**src/core/spi_eeprom_map.vh**
```
// Opcodes, status bit positions and protection bounds of the serial front end.
`ifndef SPI_EEPROM_MAP_VH
`define SPI_EEPROM_MAP_VH

`define OP_ENABLE_WRITES 8'h06
`define OP_DISABLE_WRITES 8'h04
`define OP_STATUS_FETCH 8'h05
`define OP_STATUS_STORE 8'h01
`define OP_ARRAY_READ 8'h03
`define OP_ARRAY_WRITE 8'h02

`define SR_LOCK_BIT 7
`define SR_GUARD_HI_BIT 3
`define SR_GUARD_LO_BIT 2
`define SR_WEL_BIT 1
`define SR_BUSY_BIT 0
`define SR_ZERO_FIELD 3'h0

`define GUARD_NONE 2'h0
`define GUARD_QUARTER 2'h1
`define GUARD_HALF 2'h2
`define GUARD_ALL 2'h3
`define QUARTER_BASE 13'h1800
`define HALF_BASE 13'h1000

`define BIT_LAST 3'h7
`define BYTES_OPCODE 3'h1
`define BYTES_HEADER 3'h3
`define BYTES_MIN_WRITE 3'h4
`define BYTES_MAX 3'h7
`define BUF_DEPTH 2'h2
`define IDLE_FILL 8'hff
`define PINS_AT_RESET 5'h1c

`endif

```
**src/core/spi_eeprom_front.v**
```verilog
// Serial front end of a byte-alterable memory: framing, pause and status.
//
// Operation
// - Output bits on falling edge, reads and status fetch only
// - Sample input bits on rising edge, MSB first
// - Chip select high floats output three clocks later, after the pin synchroniser
// - Pause starts: pause low, clock low
// - Pause ends when pause high, clock low
// - Deselect while paused mid-byte abandons the transaction
// - No selection before first chip select fall
// - Write runs only when all conditions hold
// - Misaligned chip select rise discards a write
// - Reads shift out until chip select rises
// - Standby only when no write cycle runs, bar the first clock after a commit
// - Status bits 6, 5, 4 read zero
// - Busy from write commit at chip select rise until cycle ends
// - Latch clear: writes decoded, not executed
// - Latch set, cleared by disable, completion
// - Guard bits change only by status store
// - Guard encoding selects protected address range
// - Lock bit zero: status always writable
// - Lock with guard pin low discards store
// - Locked condition left only by guard high
// - Opcode byte first, fixed opcode values
// - Unknown opcode waits for chip select high
// - Status fetch repeats while selected
// - Status store changes lock and guards only
`timescale 1ns/100ps
`include "spi_eeprom_map.vh"

module spi_eeprom_front (
   input wire clk,                // System clock, 125 MHz.
   input wire resetn,             // Synchronous reset, active low.
   input wire sclk,               // Serial clock pin.
   input wire cs_n,               // Chip select pin, active low.
   input wire mosi,               // Serial data in pin.
   input wire hold_n,             // Pause pin, active low.
   input wire guard_n,            // Status guard pin, active low.
   output reg miso,               // Serial data out level.
   output reg miso_oe,            // Serial data out enable.
   input wire [2:0] nv_init,      // Stored lock and guard bits.
   output reg [7:0] status_byte,  // Status register image.
   output reg standby,            // Low power state.
   output reg rd_fetch,           // Read data wanted.
   output reg [12:0] rd_addr,     // Address of next byte wanted.
   input wire rd_valid,           // Read byte offered.
   input wire [7:0] rd_data,      // Read byte.
   output reg rd_ready,           // Read byte accepted.
   output reg wr_data_stb,        // Write data byte pulse.
   output reg [7:0] wr_data,      // Write data byte.
   output reg [12:0] wr_addr,     // Write start address.
   output reg wr_commit,          // Start array write cycle pulse.
   output reg wr_abort,           // Drop streamed bytes pulse.
   output reg wr_to_status,       // Cycle targets status bits.
   input wire wr_done             // Write cycle finished pulse.
);

   localparam ST_OP = 3'h0;
   localparam ST_ADDR = 3'h1;
   localparam ST_DATA = 3'h2;
   localparam ST_OUT = 3'h3;
   localparam ST_WAIT = 3'h4;

   // Two flip-flop synchronisers for every pin.
   reg [4:0] pin_a_q;
   reg [4:0] pin_b_q;
   reg sclk_prev_q;
   reg cs_prev_q;

   reg armed_q;
   reg paused_q;
   reg [2:0] state_q;
   reg [2:0] bit_q;
   reg [2:0] bytes_q;
   reg [7:0] sr_q;
   reg [7:0] op_q;
   reg [12:0] addr_q;
   reg [7:0] store_q;
   reg store_seen_q;
   reg streamed_q;

   reg [7:0] out_q;
   reg [2:0] obit_q;

   reg wel_q;
   reg busy_q;
   reg lock_q;
   reg [1:0] guard_q;
   reg [2:0] pend_q;

   reg [7:0] buf0_q;
   reg [7:0] buf1_q;
   reg [1:0] cnt_q;

   wire s_sclk = pin_b_q[0];
   wire s_cs_n = pin_b_q[1];
   wire s_mosi = pin_b_q[2];
   wire s_hold_n = pin_b_q[3];
   wire s_guard_n = pin_b_q[4];

   wire rise = s_sclk & ~sclk_prev_q;
   wire fall = ~s_sclk & sclk_prev_q;
   wire cs_fall = ~s_cs_n & cs_prev_q;
   wire cs_rise = s_cs_n & ~cs_prev_q;
   wire selected = armed_q & ~s_cs_n;
   wire live = selected & ~paused_q;
   wire in_edge = live & rise;
   wire out_edge = live & fall & (state_q == ST_OUT);
   wire byte_done = in_edge & (bit_q == `BIT_LAST);
   wire [7:0] byte_in = {sr_q[6:0], s_mosi};
   wire boundary = (bit_q == 3'h0);

   wire [7:0] status = {lock_q, `SR_ZERO_FIELD, guard_q, wel_q, busy_q};

   // The lock only bites while the guard pin is low, whichever came last.
   wire locked = lock_q & ~s_guard_n;

   reg guarded;
   always @* begin
      case (guard_q)
         `GUARD_NONE: guarded = 1'b0;
         `GUARD_QUARTER: guarded = (addr_q >= `QUARTER_BASE);
         `GUARD_HALF: guarded = (addr_q >= `HALF_BASE);
         default: guarded = 1'b1;
      endcase
   end

   wire op_wen = (op_q == `OP_ENABLE_WRITES);
   wire op_wdis = (op_q == `OP_DISABLE_WRITES);
   wire op_sst = (op_q == `OP_STATUS_STORE);
   wire op_wr = (op_q == `OP_ARRAY_WRITE);
   wire op_rd = (op_q == `OP_ARRAY_READ);

   wire commit_sst = cs_rise & armed_q & boundary & op_sst & store_seen_q &
      wel_q & ~locked & ~busy_q;
   wire commit_wr = cs_rise & armed_q & boundary & op_wr &
      (bytes_q >= `BYTES_MIN_WRITE) & wel_q & ~guarded & ~busy_q;
   wire exec_wen = cs_rise & armed_q & boundary & op_wen &
      (bytes_q == `BYTES_OPCODE);
   wire exec_wdis = cs_rise & armed_q & boundary & op_wdis &
      (bytes_q == `BYTES_OPCODE);

   wire fetch_on = selected & (state_q == ST_OUT) & op_rd;
   wire pop = out_edge & (obit_q == 3'h0) & op_rd & (cnt_q != 2'h0);
   wire push = rd_valid & rd_ready;
   wire [1:0] cnt_d = cnt_q + {1'b0, push} - {1'b0, pop};

   always @(posedge clk) begin
      if (!resetn) begin
         // Select starts as low, so one held low at power-up never arms.
         pin_a_q <= `PINS_AT_RESET;
         pin_b_q <= `PINS_AT_RESET;
         sclk_prev_q <= 1'b0;
         cs_prev_q <= 1'b0;
      end else begin
         pin_a_q <= {guard_n, hold_n, mosi, cs_n, sclk};
         pin_b_q <= pin_a_q;
         sclk_prev_q <= s_sclk;
         cs_prev_q <= s_cs_n;
      end
   end

   // Framing, pause and the input shifter.
   always @(posedge clk) begin
      if (!resetn) begin
         armed_q <= 1'b0;
         paused_q <= 1'b0;
         state_q <= ST_OP;
         bit_q <= 3'h0;
         bytes_q <= 3'h0;
         sr_q <= 8'h00;
         op_q <= 8'h00;
         addr_q <= 13'h0000;
         store_q <= 8'h00;
         store_seen_q <= 1'b0;
         streamed_q <= 1'b0;
      end else begin
         if (cs_fall)
            armed_q <= 1'b1;
         if (!selected) begin
            // Deselect drops the frame state, a paused frame included; sr_q, addr_q and store_q keep their values.
            paused_q <= 1'b0;
            state_q <= ST_OP;
            bit_q <= 3'h0;
            bytes_q <= 3'h0;
            op_q <= 8'h00;
            store_seen_q <= 1'b0;
            streamed_q <= 1'b0;
         end else begin
            if (!paused_q && !s_hold_n && !s_sclk)
               paused_q <= 1'b1;
            else if (paused_q && s_hold_n && !s_sclk)
               paused_q <= 1'b0;
            if (in_edge) begin
               sr_q <= byte_in;
               bit_q <= bit_q + 3'h1;
            end
            if (byte_done) begin
               if (bytes_q != `BYTES_MAX)
                  bytes_q <= bytes_q + 3'h1;
               case (state_q)
                  ST_OP: begin
                     op_q <= byte_in;
                     case (byte_in)
                        `OP_ENABLE_WRITES: state_q <= ST_WAIT;
                        `OP_DISABLE_WRITES: state_q <= ST_WAIT;
                        `OP_STATUS_FETCH: state_q <= ST_OUT;
                        `OP_STATUS_STORE:
                           state_q <= busy_q ? ST_WAIT : ST_DATA;
                        `OP_ARRAY_READ:
                           state_q <= busy_q ? ST_WAIT : ST_ADDR;
                        `OP_ARRAY_WRITE:
                           state_q <= busy_q ? ST_WAIT : ST_ADDR;
                        default: state_q <= ST_WAIT;
                     endcase
                  end
                  ST_ADDR: begin
                     // Upper address bits above the array are ignored.
                     addr_q <= {addr_q[4:0], byte_in};
                     if (bytes_q == `BYTES_HEADER - 3'h1)
                        state_q <= op_rd ? ST_OUT : ST_DATA;
                  end
                  ST_DATA: begin
                     if (op_sst) begin
                        store_q <= byte_in;
                        store_seen_q <= 1'b1;
                     end else begin
                        streamed_q <= 1'b1;
                     end
                  end
                  default: state_q <= state_q;
               endcase
            end
         end
      end
   end

   // Output shifter; a byte is loaded on the first falling edge of each slot.
   always @(posedge clk) begin
      if (!resetn) begin
         out_q <= 8'h00;
         obit_q <= 3'h0;
         miso <= 1'b0;
         miso_oe <= 1'b0;
      end else begin
         if (state_q != ST_OUT) begin
            obit_q <= 3'h0;
         end else if (out_edge) begin
            obit_q <= obit_q + 3'h1;
            if (obit_q == 3'h0) begin
               if (op_rd) begin
                  out_q <= cnt_q != 2'h0 ? buf0_q : `IDLE_FILL;
                  miso <= cnt_q != 2'h0 ? buf0_q[7] : 1'b1;
               end else begin
                  out_q <= status;
                  miso <= status[7];
               end
            end else begin
               out_q <= {out_q[6:0], 1'b0};
               miso <= out_q[6];
            end
         end
         miso_oe <= live & (state_q == ST_OUT);
      end
   end

   // Two-entry read buffer between the array port and the output shifter.
   // A slow array port is seen by the master as a run of ones.
   always @(posedge clk) begin
      if (!resetn) begin
         buf0_q <= 8'h00;
         buf1_q <= 8'h00;
         cnt_q <= 2'h0;
         rd_fetch <= 1'b0;
         rd_addr <= 13'h0000;
         rd_ready <= 1'b0;
      end else begin
         rd_fetch <= fetch_on;
         if (!fetch_on) begin
            cnt_q <= 2'h0;
            rd_ready <= 1'b0;
            // A byte taken as the frame ends still counts as taken.
            rd_addr <= push ? rd_addr + 13'h0001 : addr_q;
         end else begin
            cnt_q <= cnt_d;
            rd_ready <= (cnt_d < `BUF_DEPTH);
            // The address shifter settles only as the output phase begins.
            if (!rd_fetch)
               rd_addr <= addr_q;
            else if (push)
               rd_addr <= rd_addr + 13'h0001;
            if (pop) begin
               buf0_q <= (push && cnt_q == 2'h1) ? rd_data : buf1_q;
               if (push && cnt_q == 2'h2)
                  buf1_q <= rd_data;
            end else if (push) begin
               if (cnt_q == 2'h0)
                  buf0_q <= rd_data;
               else
                  buf1_q <= rd_data;
            end
         end
      end
   end

   // Write stream towards the array and the write cycle handshake.
   always @(posedge clk) begin
      if (!resetn) begin
         wr_data_stb <= 1'b0;
         wr_data <= 8'h00;
         wr_addr <= 13'h0000;
         wr_commit <= 1'b0;
         wr_abort <= 1'b0;
         wr_to_status <= 1'b0;
      end else begin
         wr_data_stb <= byte_done & (state_q == ST_DATA) & op_wr;
         if (byte_done && state_q == ST_DATA && op_wr)
            wr_data <= byte_in;
         if (state_q == ST_DATA && op_wr)
            wr_addr <= addr_q;
         wr_commit <= commit_wr;
         // Bytes already streamed are thrown away on a refused frame.
         wr_abort <= cs_rise & armed_q & op_wr & streamed_q & ~commit_wr;
         if (commit_wr || commit_sst)
            wr_to_status <= commit_sst;
      end
   end

   // Status bits; the lock and guard bits start from their stored copy.
   always @(posedge clk) begin
      if (!resetn) begin
         wel_q <= 1'b0;
         busy_q <= 1'b0;
         lock_q <= nv_init[2];
         guard_q <= nv_init[1:0];
         pend_q <= 3'h0;
         status_byte <= 8'h00;
         standby <= 1'b0;
      end else begin
         if (wr_done && busy_q) begin
            busy_q <= 1'b0;
            wel_q <= 1'b0;
            if (wr_to_status) begin
               lock_q <= pend_q[2];
               guard_q <= pend_q[1:0];
            end
         end
         if (exec_wdis)
            wel_q <= 1'b0;
         if (exec_wen)
            wel_q <= 1'b1;
         if (commit_sst)
            pend_q <= {store_q[`SR_LOCK_BIT], store_q[`SR_GUARD_HI_BIT],
               store_q[`SR_GUARD_LO_BIT]};
         if (commit_wr || commit_sst)
            busy_q <= 1'b1;
         status_byte <= status;
         standby <= ~selected & ~busy_q;
      end
   end

endmodule

```
**config.mk**
```make
export PLATFORM = sky130hd
export DESIGN_NAME = spi_eeprom_front
export DESIGN_NICKNAME = d
export VERILOG_FILES = /design/src/core/spi_eeprom_front.v
export VERILOG_INCLUDE_DIRS = /design/src /design/src/core
export SDC_FILE = /design/constraint.sdc
export NUM_CORES = 1
export LEC_CHECK = 0
export BUFFER_PORTS_ARGS = -buffer_cell sky130_fd_sc_hd__buf_4
export CAP_MARGIN = 0
export CORE_MARGIN = 10
export CORE_UTILIZATION = 35
export DETAILED_ROUTE_END_ITERATION = 8
export MAX_ROUTING_LAYER = met4
export PLACE_DENSITY = 0.5
export SKIP_LAST_GASP = 1
export SLEW_MARGIN = 20
export SYNTH_ARGS = -nofsm -noshare
export SYNTH_HDL_FRONTEND = slang
export SYNTH_SLANG_ARGS = --single-unit
```
**constraint.sdc**
```tcl
create_clock -name clk -period 3.42 [get_ports clk]
set_clock_uncertainty 0.2 [all_clocks]
set_input_delay 0 -clock clk [delete_from_list [all_inputs] [get_ports clk]]
set_output_delay 0 -clock clk [all_outputs]
set_load 0.01 [all_outputs]
```
Word level (Yosys, flattened, before mapping)
Cells that the tools add are included.
- register bits: 148
- logic and storage cells: 209
- bits of input ports: 20
- output and inout bits: 51
- bitwise logic cells: 54
- add/subtract/negate cells: 6
- reduce and logical (&&, ||, !) cells: 42
- equality and inequality tests: 27
- muxes and demuxes: 37
- order comparisons: 4
- operator list (kind ; count):
    $mux W8 ; 8
    $mux W13 ; 4
    $and A1 B1 Y1 ; 40
    $eq A8 B2 Y1 const B ; 4
    $ge A13 B13 Y1 const B ; 2
    $eq A8 B3 Y1 const B ; 3
    $mux W7 ; 3
    $eq A8 B1 Y1 const B ; 2
    $reduce_and A3 Y1 ; 5
    $not A1 Y1 ; 14
    $reduce_and A2 Y1 ; 7
    $add A13 B1 Y13 const B ; 1
    $mux W1 ; 13
    $reduce_bool A2 Y1 ; 6
    $logic_and A1 B1 Y1 ; 10
    $add A3 B1 Y3 const B ; 3
    $eq A3 B2 Y1 const B ; 3
    $logic_not A3 Y1 ; 3
    $mux W3 ; 3
    $pmux W3 S3 ; 1
    $reduce_and A4 Y1 ; 2
    $eq A3 B1 Y1 const B ; 2
    $mux W2 ; 3
    $ne A2 B1 Y1 const B ; 3
    other kinds (17) ; 25

Depth between registers and ports, before layout
Gate-level depths: netlist of the first run.
- word-level depth: 11
- mapped depth: 12
- gate-level depth less buffers: 11

Worst setup path after synthesis of the first run
OpenSTA, ideal clock, no wires.
- path type: reg-to-reg
- start: reg armed_q
- end: reg buf1_q[0]
- clock period less this slack: 2827 ps
- cell stages (with the launch flop): 11
- path buffers: 2
- setup slack: 593 ps
- setup time: 129 ps
- arrival time: 2498 ps
- cell sequence: dfxtp_1 or4bb_1 nor2_1 buf_2 nand3_1 nor2_1 inv_1 ha_1 a2111oi_4 clkbuf_1 o21ai_0
- word-level cells in the longest chain between the ends: 9
- RTL lines (what ; line ; text):
    start: declaration ; spi_eeprom_front.v:70 ; reg armed_q;
    start signal: assignment ; spi_eeprom_front.v:166 ; armed_q <= 1'b0;
    start signal: assignment ; spi_eeprom_front.v:179 ; armed_q <= 1'b1;
    $and A1 B1 Y1 (*) ; spi_eeprom_front.v:105 ; wire selected = armed_q & ~s_cs_n;
    $and A1 B1 Y1 ; spi_eeprom_front.v:106 ; wire live = selected & ~paused_q;
    $and A1 B1 Y1 (2 in series) ; spi_eeprom_front.v:108 ; wire out_edge = live & fall & (state_q == ST_OUT);
    $and A1 B1 Y1 (3 in series) ; spi_eeprom_front.v:144 ; wire pop = out_edge & (obit_q == 3'h0) & op_rd & (cnt_q != 2'h0);
    $ne A2 B1 Y1 (no source line), or another cell as far along ; -- ;
    $reduce_and A4 Y1 (no source line) ; -- ;
    end signal: assignment ; spi_eeprom_front.v:295 ; buf1_q <= rd_data;
    end signal: assignment ; spi_eeprom_front.v:300 ; buf1_q <= rd_data;
    end: declaration ; spi_eeprom_front.v:92 ; reg [7:0] buf1_q;
Mark *: on every way between the ends. The rest lies on a longest branch, timed or not.
A chain may end at the register's enable or synchronous reset.

Worst setup path after layout of the first run
- start: reg op_q[3]
- end: reg buf1_q[6]
- word-level cells in the longest chain between the ends: 5
- RTL lines (what ; line ; text):
    start: declaration ; spi_eeprom_front.v:76 ; reg [7:0] op_q;
    start signal: assignment ; spi_eeprom_front.v:203 ; op_q <= byte_in;
    $eq A8 B2 Y1 (no source line) (*) ; -- ;
    $and A1 B1 Y1 (2 in series) ; spi_eeprom_front.v:144 ;
    $ne A2 B1 Y1 (no source line), or another cell as far along ; -- ;
    $reduce_and A4 Y1 (no source line) ; -- ;
Marked as above.

==> flow_summary.yaml, run 1 <==
drt:
  routed_wl_mm: 16.1
  routedWlPerCell_um: 16.6
  routed-via-count: 4890
  viasPerCell: 5.03
  ant_nets: 0
  drt_drc_violations_left: 0
  first_pass_iteration_count_of_the_detailed_router: 5
  initial_drc_count: 291
yosys:
  yosys-top-cells-area: "sky130_fd_sc_hd__dfxtp_1, sky130_fd_sc_hd__mux2i_1, sky130_fd_sc_hd__nor2_1"
  synth.lib_cells_used.distinct: 66
  yosys.area.top_type_share_pct: 46.2
  ys_ff_latch: 140
  asyncSetResetFlopFracSynth_pct: 0
  synth.largest_area_cell: "sky130_fd_sc_hd__dfxtp_1"
  post_synth_inst_count: 663
  synth.cells.most_frequent: "sky130_fd_sc_hd__dfxtp_1, sky130_fd_sc_hd__nor2_1, sky130_fd_sc_hd__nand2_1"
  syn_area_um2: 5940
  post_synth.cell_area_avg_um2: 8.96
  ys_seq_area_share_pct: 47.7
  synthFlopType: "sky130_fd_sc_hd__dfxtp_1"
  yosys.cell_count.top_type: "sky130_fd_sc_hd__dfxtp_1"
  synth-warning-count: 0
  post_synth_edffs: 3
cts:
  cts_buffers: 17
  cts-root-buf: "sky130_fd_sc_hd__clkbuf_16"
  clock_tree.buffer_depth: 2
  tritoncts_clock_tree: "built"
  clock_latency_ns: 0.42
  cts.sinks: 140
  clkTransAtPathRegs_ns: 0.06
  htree_num_levels: 4
timing:
  slew-limit-headroom_pct: 44.9
  finalCriticalPeriod_ns: 3.15
  max_freq_mhz: 318
  worstMarginPinSlew_ns: 0.823
  final_report_max_slew_violation_count: 0
  unrepaired_setup_endpoints_after_global_routing: "no"
  setup_viol_count_final: 0
  setup_total_negative_slack_ns: 0
  hold_violations: 0
  finalCritPeriodShare_pct: 92.0
floorplan:
  die_x_um: 150
  die-height_um: 150
  fp-row-count: 47
  fp.dieArea_um2: 22600
  top_level_ports: 71
  core_um2: 16600
  start_util_pct: 35.8
global_route:
  pin_count_of_the_biggest_net_entering_global_routing: 60
  grtUsageTotal_pct: 15.2
  number_of_global_route_vias_before_repair: 4911
  grt_pass1_wl_mm: 26.5
  gr-total-overflow: 0
  antenna_found_initial: 0
finish:
  n_antenna_cell: 0
  fillerInstances: 1645
  final_instance_area_um2: 7410
  final_cell_count_no_fill: 973
  design.final.nets: 773
  drive_gt1_share_pct: 17.0
  areaGrowthSynthToFinish_pct: 24.9
placement:
  routabilityCongestion: 0.830
  placement.cell_area_um2: 6630
  dp.final_hpwl_mm: 11.6
  port_buffers: 67
  placed_cells: 923
critical_path:
  timing.critical_path.required_ns: 3.48
  cp-end-kind: "register"
  worstPathMaxFanout: 16
  critPathArrivalTime_ns: 3.21
  rrSetupSlack_ns: 0.27
  critical_path.startpoint_type: "register"
  crit_type: "reg -> reg"
job:
  max_cap_viol_count: 0
worst_hold_path:
  worstHoldPathType: "in -> reg"
pwr:
  p_per_area_nw_per_um2: 482
  total_power_mw: 3.58
  cellLeakagePower_nw: 2.68
  irDropWorstVdd_mv: 0.349
outcome:
  status: "finished, final reports clean"
-- routing by layer --
layer | vias to the layer above | part of all wire, % | wire length [um] | GRT usage (%)
li1 | 2459 | - | - | -
met1 | 2301 | 47 | 7530 | 18.8
met2 | 119 | 48 | 7770 | 24.3
met3 | 11 | 4.5 | 728 | 3.90
met4 | 0 | 0.66 | 106 | 3.69
met5 | - | 0 | 0 | -
-- final timing paths --
| kind | startpoint | to | cells after the start |
|---|---|---|---|
| max | op_q[3]$_SDFFE_PN0P_ | buf1_q[6]$_SDFFE_PN0P_ | 8 |
| min | hold_n | pin_a_q[3]$_SDFF_PN1_ | 3 |
| max reg2reg | op_q[3]$_SDFFE_PN0P_ | buf1_q[6]$_SDFFE_PN0P_ | 8 |
| min reg2reg | pin_a_q[3]$_SDFF_PN1_ | pin_b_q[3]$_SDFF_PN1_ | 1 |
-- placed cells by master (no fill, tap or decap), drive strengths merged, types with 11 or more instances in the layout --
| master | count |
|---|---|
| dfxtp | 137 |
| nor2 | 86 |
| buf | 79 |
| nand2 | 57 |
| a21oi | 53 |
| mux2i | 49 |
| nand3 | 36 |
| o21ai | 32 |
| clkbuf | 23 |
| inv | 22 |
| dlygate4sd3 | 18 |
| nor3 | 18 |
| nand2b | 13 |
| ha | 13 |
| and2 | 11 |
-- registers in the layout (all words and copies together), names as in the netlist, 5 cells and up --
| register | cells |
|---|---|
| sr_q | 7 |
| buf0_q | 8 |
| pin_a_q | 5 |
| wr_addr | 13 |
| out_q | 7 |
| rd_addr | 13 |
| buf1_q | 8 |
| op_q | 8 |
| status_byte | 5 |
| pin_b_q | 5 |
| wr_data | 8 |
| addr_q | 13 |
-- kinds of logic (layout without fill, tap and decap cells) --
logic type               after synthesis  count (layout)  synth area share (%)
AO/OA/AOI/OAI                        121             121                  12.3
XOR/XNOR                               6               6                 0.885
adder cells (fa/ha/maj)               13              13                  2.74
buffers and inverters                 63             151                  4.45
flip-flops                           140             140                  47.7
multiplexers                          53              53                  9.02
other                                  1               3                0.0632
AND/OR/NAND/NOR                      266             266                  22.9
-- power breakdown --
group	switching, mW	internal (mW)	total (mW)
sequential	0.00846	1.65	1.66
combinational	0.0487	0.0450	0.0937
clock	0.686	1.14	1.83
-- area by class of cell --
class	count	area, um2	share of cell area, %
Timing Repair Buffer	97	773	10.4
Clock inverter	9	81.3	1.10
Clock buffer	23	520	7.02
Multi-Input combinational cell	462	2850	38.4
Tap cell	220	275	3.71
Sequential cell	140	2830	38.2
Inverter	22	82.6	1.11
-- worst max-delay path, stage by stage (launching register included) --
cell and delay [ns]:
sky130_fd_sc_hd__dfxtp_1 0.31, sky130_fd_sc_hd__nor4_1 0.48, sky130_fd_sc_hd__and4_1 0.50, sky130_fd_sc_hd__nand3_1 0.22, sky130_fd_sc_hd__nor2_1 0.19, sky130_fd_sc_hd__inv_1 0.06, sky130_fd_sc_hd__ha_1 0.20, sky130_fd_sc_hd__a2111oi_4 0.61
sky130_fd_sc_hd__o21ai_0 0.21
-- timing repair --
item / CTS / global route
setup buffers: 0 / 0
hold buffers: 18 / 0
hold endpoints to repair: 51 / 0
resized for setup: 0 / 0
endpoints found under the setup margin: 0 / 8
-- through the flow --
step                hold slack, ns  util [%]  worst slack (ns)
floorplan                  -0.0985         -             0.593
finish                       0.110      44.7             0.274
CTS                         0.0972      44.7             0.239
detailed placement        -0.00712      40.0             0.245
global placement           -0.0109      40.0             0.403
global route                 0.127      44.7            0.0141
Note: power is estimated with default switching activity, not from simulation.
==> run 2: changes to the inputs <==
--- a/config.mk
+++ b/config.mk
@@ -11,8 +11,10 @@
 export CORE_MARGIN = 10
 export CORE_UTILIZATION = 35
 export DETAILED_ROUTE_END_ITERATION = 8
+export HOLD_SLACK_MARGIN = 0.02
 export MAX_ROUTING_LAYER = met4
 export PLACE_DENSITY = 0.5
+export SETUP_SLACK_MARGIN = 0.3
 export SKIP_LAST_GASP = 1
 export SLEW_MARGIN = 20
 export SYNTH_ARGS = -nofsm -noshare
==> run 2 against run 1 <==
Total power is 0.20% higher. Die area did not move. Clock power hardly changed. Combinational power increased by 2.7%. Global-route usage about the same. Cell count rose by 0.41%. Register-to-register slack better by 0.36 ns. Non-clock buffer count grew 4. Setup slack better by 0.36 ns. Sequential power about the same. Flip-flop and latch count unchanged. Largest power group unchanged.
==> flow_summary.yaml, run 2 (synthesized netlist as in run 1, its figures left out) <==
outcome:
  status: "finished, final reports clean"
timing:
  finalCritPeriodShare_pct: 81.6
  final_report_max_slew_violation_count: 0
  max_freq_mhz: 358
  finalCriticalPeriod_ns: 2.79
  unrepaired_setup_endpoints_after_global_routing: "no"
  slew-limit-headroom_pct: 48.7
  setup_viol_count_final: 0
  hold_violations: 0
  fin_hold_ws_ns: 0.114
  worstMarginPinSlew_ns: 0.770
  setup_total_negative_slack_ns: 0
  timing.final.ws_setup_ns: 0.630
drt:
  routed_wl_mm: 16.2
  ant_nets: 0
  routedWlPerCell_um: 16.5
  first_pass_iteration_count_of_the_detailed_router: 5
  routed-via-count: 4905
  drt_drc_violations_left: 0
  initial_drc_count: 283
  viasPerCell: 5.02
finish:
  area.sequential_um2: 2830
  fillerInstances: 1644
  multi_input_area_um2: 2850
  final_instance_area_um2: 7460
  n_antenna_cell: 0
  registers_with_the_most_flip_flops: "addr_q x13, rd_addr x13, wr_addr x13"
  areaGrowthSynthToFinish_pct: 25.6
  final_cell_count_no_fill: 977
  drive_gt1_share_pct: 17.3
  most_common_library_cell_in_the_layout_ignoring_fill_and_taps: "sky130_fd_sc_hd__dfxtp_1"
  post-route-util_pct: 45.0
  layout.cells.most_common_list: "sky130_fd_sc_hd__dfxtp_1, sky130_fd_sc_hd__nor2_1, sky130_fd_sc_hd__buf_4"
  design.final.nets: 777
placement:
  routabilityCongestion: 0.830
  post-place-ws_ns: 0.245
  placement.cell_area_um2: 6630
  placed_cells: 923
  port_buffers: 67
  dp.final_hpwl_mm: 11.6
critical_path:
  cpPeakStageDelay_ns: 0.45
  cp-end-kind: "register"
  critPathArrivalTime_ns: 2.93
  critical_path.startpoint_type: "register"
  rr_startpoint: "op_q[3]$_SDFFE_PN0P_"
  worstPathMaxFanout: 16
  crit_type: "reg -> reg"
  crit_top_cell: "sky130_fd_sc_hd__nand3_1"
  r2r-end: "buf1_q[7]$_SDFFE_PN0P_"
  worst-r2r-cell-count: 10
  crit_chain: "nor4_1 > and4_2 > nand3_1 > nor2_1 > inv_1 > ha_1 > a2111oi_4 > buf_4 > nand3_1 > o21ai_0"
  critical_path.slowest_cell: "sky130_fd_sc_hd__nor4_1"
  timing.critical_path.required_ns: 3.56
  rrSetupSlack_ns: 0.63
cts:
  clkTransAtPathRegs_ns: 0.06
  htree_num_levels: 4
  tritoncts_clock_tree: "built"
  cts.sinks: 140
  clock_latency_ns: 0.42
  cts_buffers: 17
  cts-root-buf: "sky130_fd_sc_hd__clkbuf_16"
  clock_tree.buffer_depth: 2
pwr:
  p_per_area_nw_per_um2: 481
  total_power_mw: 3.58
  cellLeakagePower_nw: 2.69
  irDropWorstVdd_mv: 0.350
floorplan:
  fp-row-count: 47
  core_um2: 16600
  die_x_um: 150
  fp.dieArea_um2: 22600
  die-height_um: 150
  top_level_ports: 71
  start_util_pct: 35.8
worst_hold_path:
  min_delay_path_depth: 5
  worstHoldPathType: "in -> reg"
  holdPathEnd: "rd_addr[4]$_SDFFE_PN0P_"
  worst_hold_startpoint: "rd_valid"
global_route:
  pin_count_of_the_biggest_net_entering_global_routing: 60
  antenna_found_initial: 0
  gr-total-overflow: 0
  grtUsageTotal_pct: 15.2
  grt_pass1_wl_mm: 26.5
  number_of_global_route_vias_before_repair: 4926
job:
  max_cap_viol_count: 0
-- run 2: repair_timing --
action / 4_1_cts / 5_1_grt
pin swaps: 1 / 1
setup endpoints to repair: 8 / 17
setup buffers: 0 / 1
resized for setup: 0 / 2
hold endpoints to repair: 56 / 0
hold buffers: 21 / 0
-- run 2: worst max-delay path by stage --
stage	start	endpoint	slack, ns	depth (start not counted)
finish	op_q[3]$_SDFFE_PN0P_	buf1_q[7]$_SDFFE_PN0P_	0.63	10
global route	op_q[5]$_SDFFE_PN0P_	buf1_q[4]$_SDFFE_PN0P_	0.38	10
CTS	op_q[3]$_SDFFE_PN0P_	buf1_q[6]$_SDFFE_PN0P_	0.32	8
detailed placement	op_q[3]$_SDFFE_PN0P_	buf1_q[6]$_SDFFE_PN0P_	0.25	8
global placement	op_q[3]$_SDFFE_PN0P_	buf1_q[5]$_SDFFE_PN0P_	0.40	8
floorplan	armed_q$_SDFFE_PN0P_	buf1_q[0]$_SDFFE_PN0P_	0.59	10
-- run 2: routing by layer --
layer  vias to the layer above  wire (um)  global-route usage [%]
li1                       2466          -                       -
met1                      2322       7520                    18.8
met2                       104       7810                    24.4
met3                        13        706                    3.90
met4                         0        125                    3.69
met5                         -          0                       -
-- run 2: where the power goes --
group | internal [mW] | total (mW) | leakage (nW) | switching, mW
clock | 1.14 | 1.83 | 0.291 | 0.690
combinational | 0.0472 | 0.0962 | 1.27 | 0.0490
sequential | 1.65 | 1.66 | 1.14 | 0.00832
total | 2.84 | 3.58 | 2.69 | 0.748
-- run 2: cell type report --
type | count | share of cell area [%]
multi-input combinational | 462 | 38.3
sequential | 140 | 38.0
timing repair buffer | 101 | 10.9
clock buffer | 23 | 6.98
tap | 220 | 3.69
inverter | 22 | 1.11
clock inverter | 9 | 1.09
-- run 2: worst max-delay path: cells and delay by family (launching register included) --
family                     cells  cell delay, ns
buffers and inverters          2            0.30
and+or+nand+nor                5            1.34
adders and majority gates      1            0.20
DFF                            1            0.31
AOI/OAI and AO/OA              2            0.36
==> run 3: changes to the inputs <==
==> constraint.sdc (replaced) <==
create_clock -name clk -period 2.65 [get_ports clk]
set_clock_uncertainty 0.2 [all_clocks]
set_input_delay 0 -clock clk [delete_from_list [all_inputs] [get_ports clk]]
set_output_delay 0 -clock clk [all_outputs]
set_load 0.01 [all_outputs]
==> run 3 against run 2 <==
Critical path depth decreased by 4. Die area unchanged. Total power increased by 36%. Clock-buffer cell count decreased by 2. Via count increased by 4.0%. Flip-flop and latch count unchanged. Combinational power increased by 35%. Largest power group unchanged. Highest routed layer unchanged.
==> flow_summary.yaml, run 3 (synthesized netlist as in run 1, its figures left out) <==
pwr:
  p_per_area_nw_per_um2: 606
  total_power_mw: 4.86
  irDropWorstVdd_mv: 0.435
  cellLeakagePower_nw: 2.91
drt:
  dr_wl_met2_mm: 8.01
  routed_wl_mm: 16.6
  routedWlPerCell_um: 16.5
  routed-via-count: 5100
  met3_wirelength_um: 812
  viasPerCell: 5.07
  drt_drc_violations_left: 0
  wl_met1_mm: 7.54
  route.top_layer_used: "met4"
  initial_drc_count: 302
  first_pass_iteration_count_of_the_detailed_router: 5
  ant_nets: 0
finish:
  drive_gt1_share_pct: 24.3
  n_antenna_cell: 0
  most_common_library_cell_in_the_layout_ignoring_fill_and_taps: "sky130_fd_sc_hd__dfxtp_1"
  area.sequential_um2: 2840
  final_cell_count_no_fill: 1006
  areaGrowthSynthToFinish_pct: 35.0
  fillerInstances: 1615
  design.final.nets: 806
  multi_input_area_um2: 3060
  layout.cells.most_common_list: "sky130_fd_sc_hd__dfxtp_1, sky130_fd_sc_hd__buf_4, sky130_fd_sc_hd__nor2_1"
  final_instance_area_um2: 8020
  registers_with_the_most_flip_flops: "addr_q x13, rd_addr x13, wr_addr x13"
floorplan:
  die-height_um: 150
  top_level_ports: 71
  fp-row-count: 47
  fp.dieArea_um2: 22600
  die_x_um: 150
  start_util_pct: 35.8
  core_um2: 16600
timing:
  final_report_max_slew_violation_count: 0
  max_freq_mhz: 400
  finalCriticalPeriod_ns: 2.50
  setup_total_negative_slack_ns: 0
  finalCritPeriodShare_pct: 94.3
  unrepaired_setup_endpoints_after_global_routing: "yes"
  worstMarginPinSlew_ns: 0.786
  slew-limit-headroom_pct: 47.5
  timing.final.ws_setup_ns: 0.150
  setup_viol_count_final: 0
  hold_violations: 0
cts:
  clock_tree.buffer_depth: 2
  clock_latency_ns: 0.42
  clkTransAtPathRegs_ns: 0.06
  cts-root-buf: "sky130_fd_sc_hd__clkbuf_16"
  tritoncts_clock_tree: "built"
  cts.sinks: 140
  htree_num_levels: 4
  cts_buffers: 17
critical_path:
  timing.critical_path.required_ns: 2.74
  crit_chain: "or4_4 > or3_4 > or3_4 > nor3_4 > mux2i_1 > nor2_1"
  worstPathMaxFanout: 5
  critical_path.slowest_cell: "sky130_fd_sc_hd__or4_4"
  cpPeakStageDelay_ns: 0.53
  worst-r2r-cell-count: 6
  cp-end-kind: "register"
  worstSetupEndpoint: "pend_q[0]$_SDFFE_PN0P_"
  crit_top_cell: "sky130_fd_sc_hd__or3_4"
  setup.worst_path.start: "op_q[3]$_SDFFE_PN0P_"
  rr_startpoint: "op_q[3]$_SDFFE_PN0P_"
  critPathArrivalTime_ns: 2.59
  crit_type: "reg -> reg"
  critical_path.startpoint_type: "register"
  r2r-end: "pend_q[0]$_SDFFE_PN0P_"
  rrSetupSlack_ns: 0.15
global_route:
  grt_pass1_wl_mm: 26.8
  antenna_found_initial: 0
  grtUsageTotal_pct: 15.5
  number_of_global_route_vias_before_repair: 5082
  gr-total-overflow: 0
  pin_count_of_the_biggest_net_entering_global_routing: 46
placement:
  placed_cells: 939
  routabilityCongestion: 0.851
  port_buffers: 67
  dp.final_hpwl_mm: 11.6
  placement.cell_area_um2: 6800
  post-place-ws_ns: 0.131
worst_hold_path:
  worstHoldPathType: "in -> reg"
job:
  max_cap_viol_count: 0
outcome:
  status: "finished, final reports clean"
==> run 3: changes by cell type in the layout (fill, tap and decap cells not counted), sizes merged <==
cell,delta
dlygate4sd3,+3
clkinvlp,-2
clkbuf,-2
bufinv,+4
buf,+26
inv,+1
clkinv,-1
==> run 3: stage by stage <==
stage          hold slack (ns)  utilization [%]
4_1_cts                 0.0932             47.1
3_3_place_gp           -0.0154             41.0
3_5_place_dp           -0.0133             41.0
5_1_grt                  0.137             48.4
6_report                0.0935             48.4
2_1_floorplan          -0.0985                -
==> run 3: how the worst min path moves through the flow <==
stage / start / endpoint / slack, ns / cells past startpoint
after floorplan: mosi / pin_a_q[2]$_SDFF_PN1_ / -0.1 / 1
after global placement: guard_n / pin_a_q[4]$_SDFF_PN1_ / -0.02 / 2
after detailed placement: guard_n / pin_a_q[4]$_SDFF_PN1_ / -0.01 / 2
after CTS: rd_valid / rd_addr[4]$_SDFFE_PN0P_ / 0.09 / 6
after global routing: rd_valid / rd_addr[4]$_SDFFE_PN0P_ / 0.14 / 6
final: rd_valid / rd_addr[4]$_SDFFE_PN0P_ / 0.09 / 6
==> run 3: metal layers <==
metal  track usage, %  vias up
met4             5.73        0
met5                -        -
met3             3.27       20
met1             19.4     2434
met2             24.1      113
li1                 -     2533
==> run 3: where the power goes <==
part	switching (mW)	internal, mW
combinational	0.0657	0.0646
clock	0.899	1.69
sequential	0.0107	2.13
total	0.976	3.89
==> run 3: final cells by class <==
| type | count | area share [%] |
|---|---|---|
| Clock buffer | 21 | 5.62 |
| Tap cell | 220 | 3.43 |
| Inverter | 22 | 1.03 |
| Sequential cell | 140 | 35.4 |
| Timing Repair Buffer | 130 | 14.0 |
| Clock inverter | 11 | 2.37 |
| Multi-Input combinational cell | 462 | 38.1 |
==> run 3: worst max-delay path: cells and delay by family (launching register included) <==
kind             cells  cell delay (ns)
muxes                1             0.22
DFF                  1             0.33
and+or+nand+nor      5             1.62
==> run 3: timing repair <==
| item | CTS | global route |
|---|---|---|
| pin swaps | 3 | 18 |
| setup buffers | 6 | 3 |
| hold buffers | 24 | 0 |
| endpoints found under the hold margin | 48 | 0 |
| setup endpoints to repair | 42 | 74 |
| cloned | 1 | 1 |
| resized for setup | 8 | 42 |
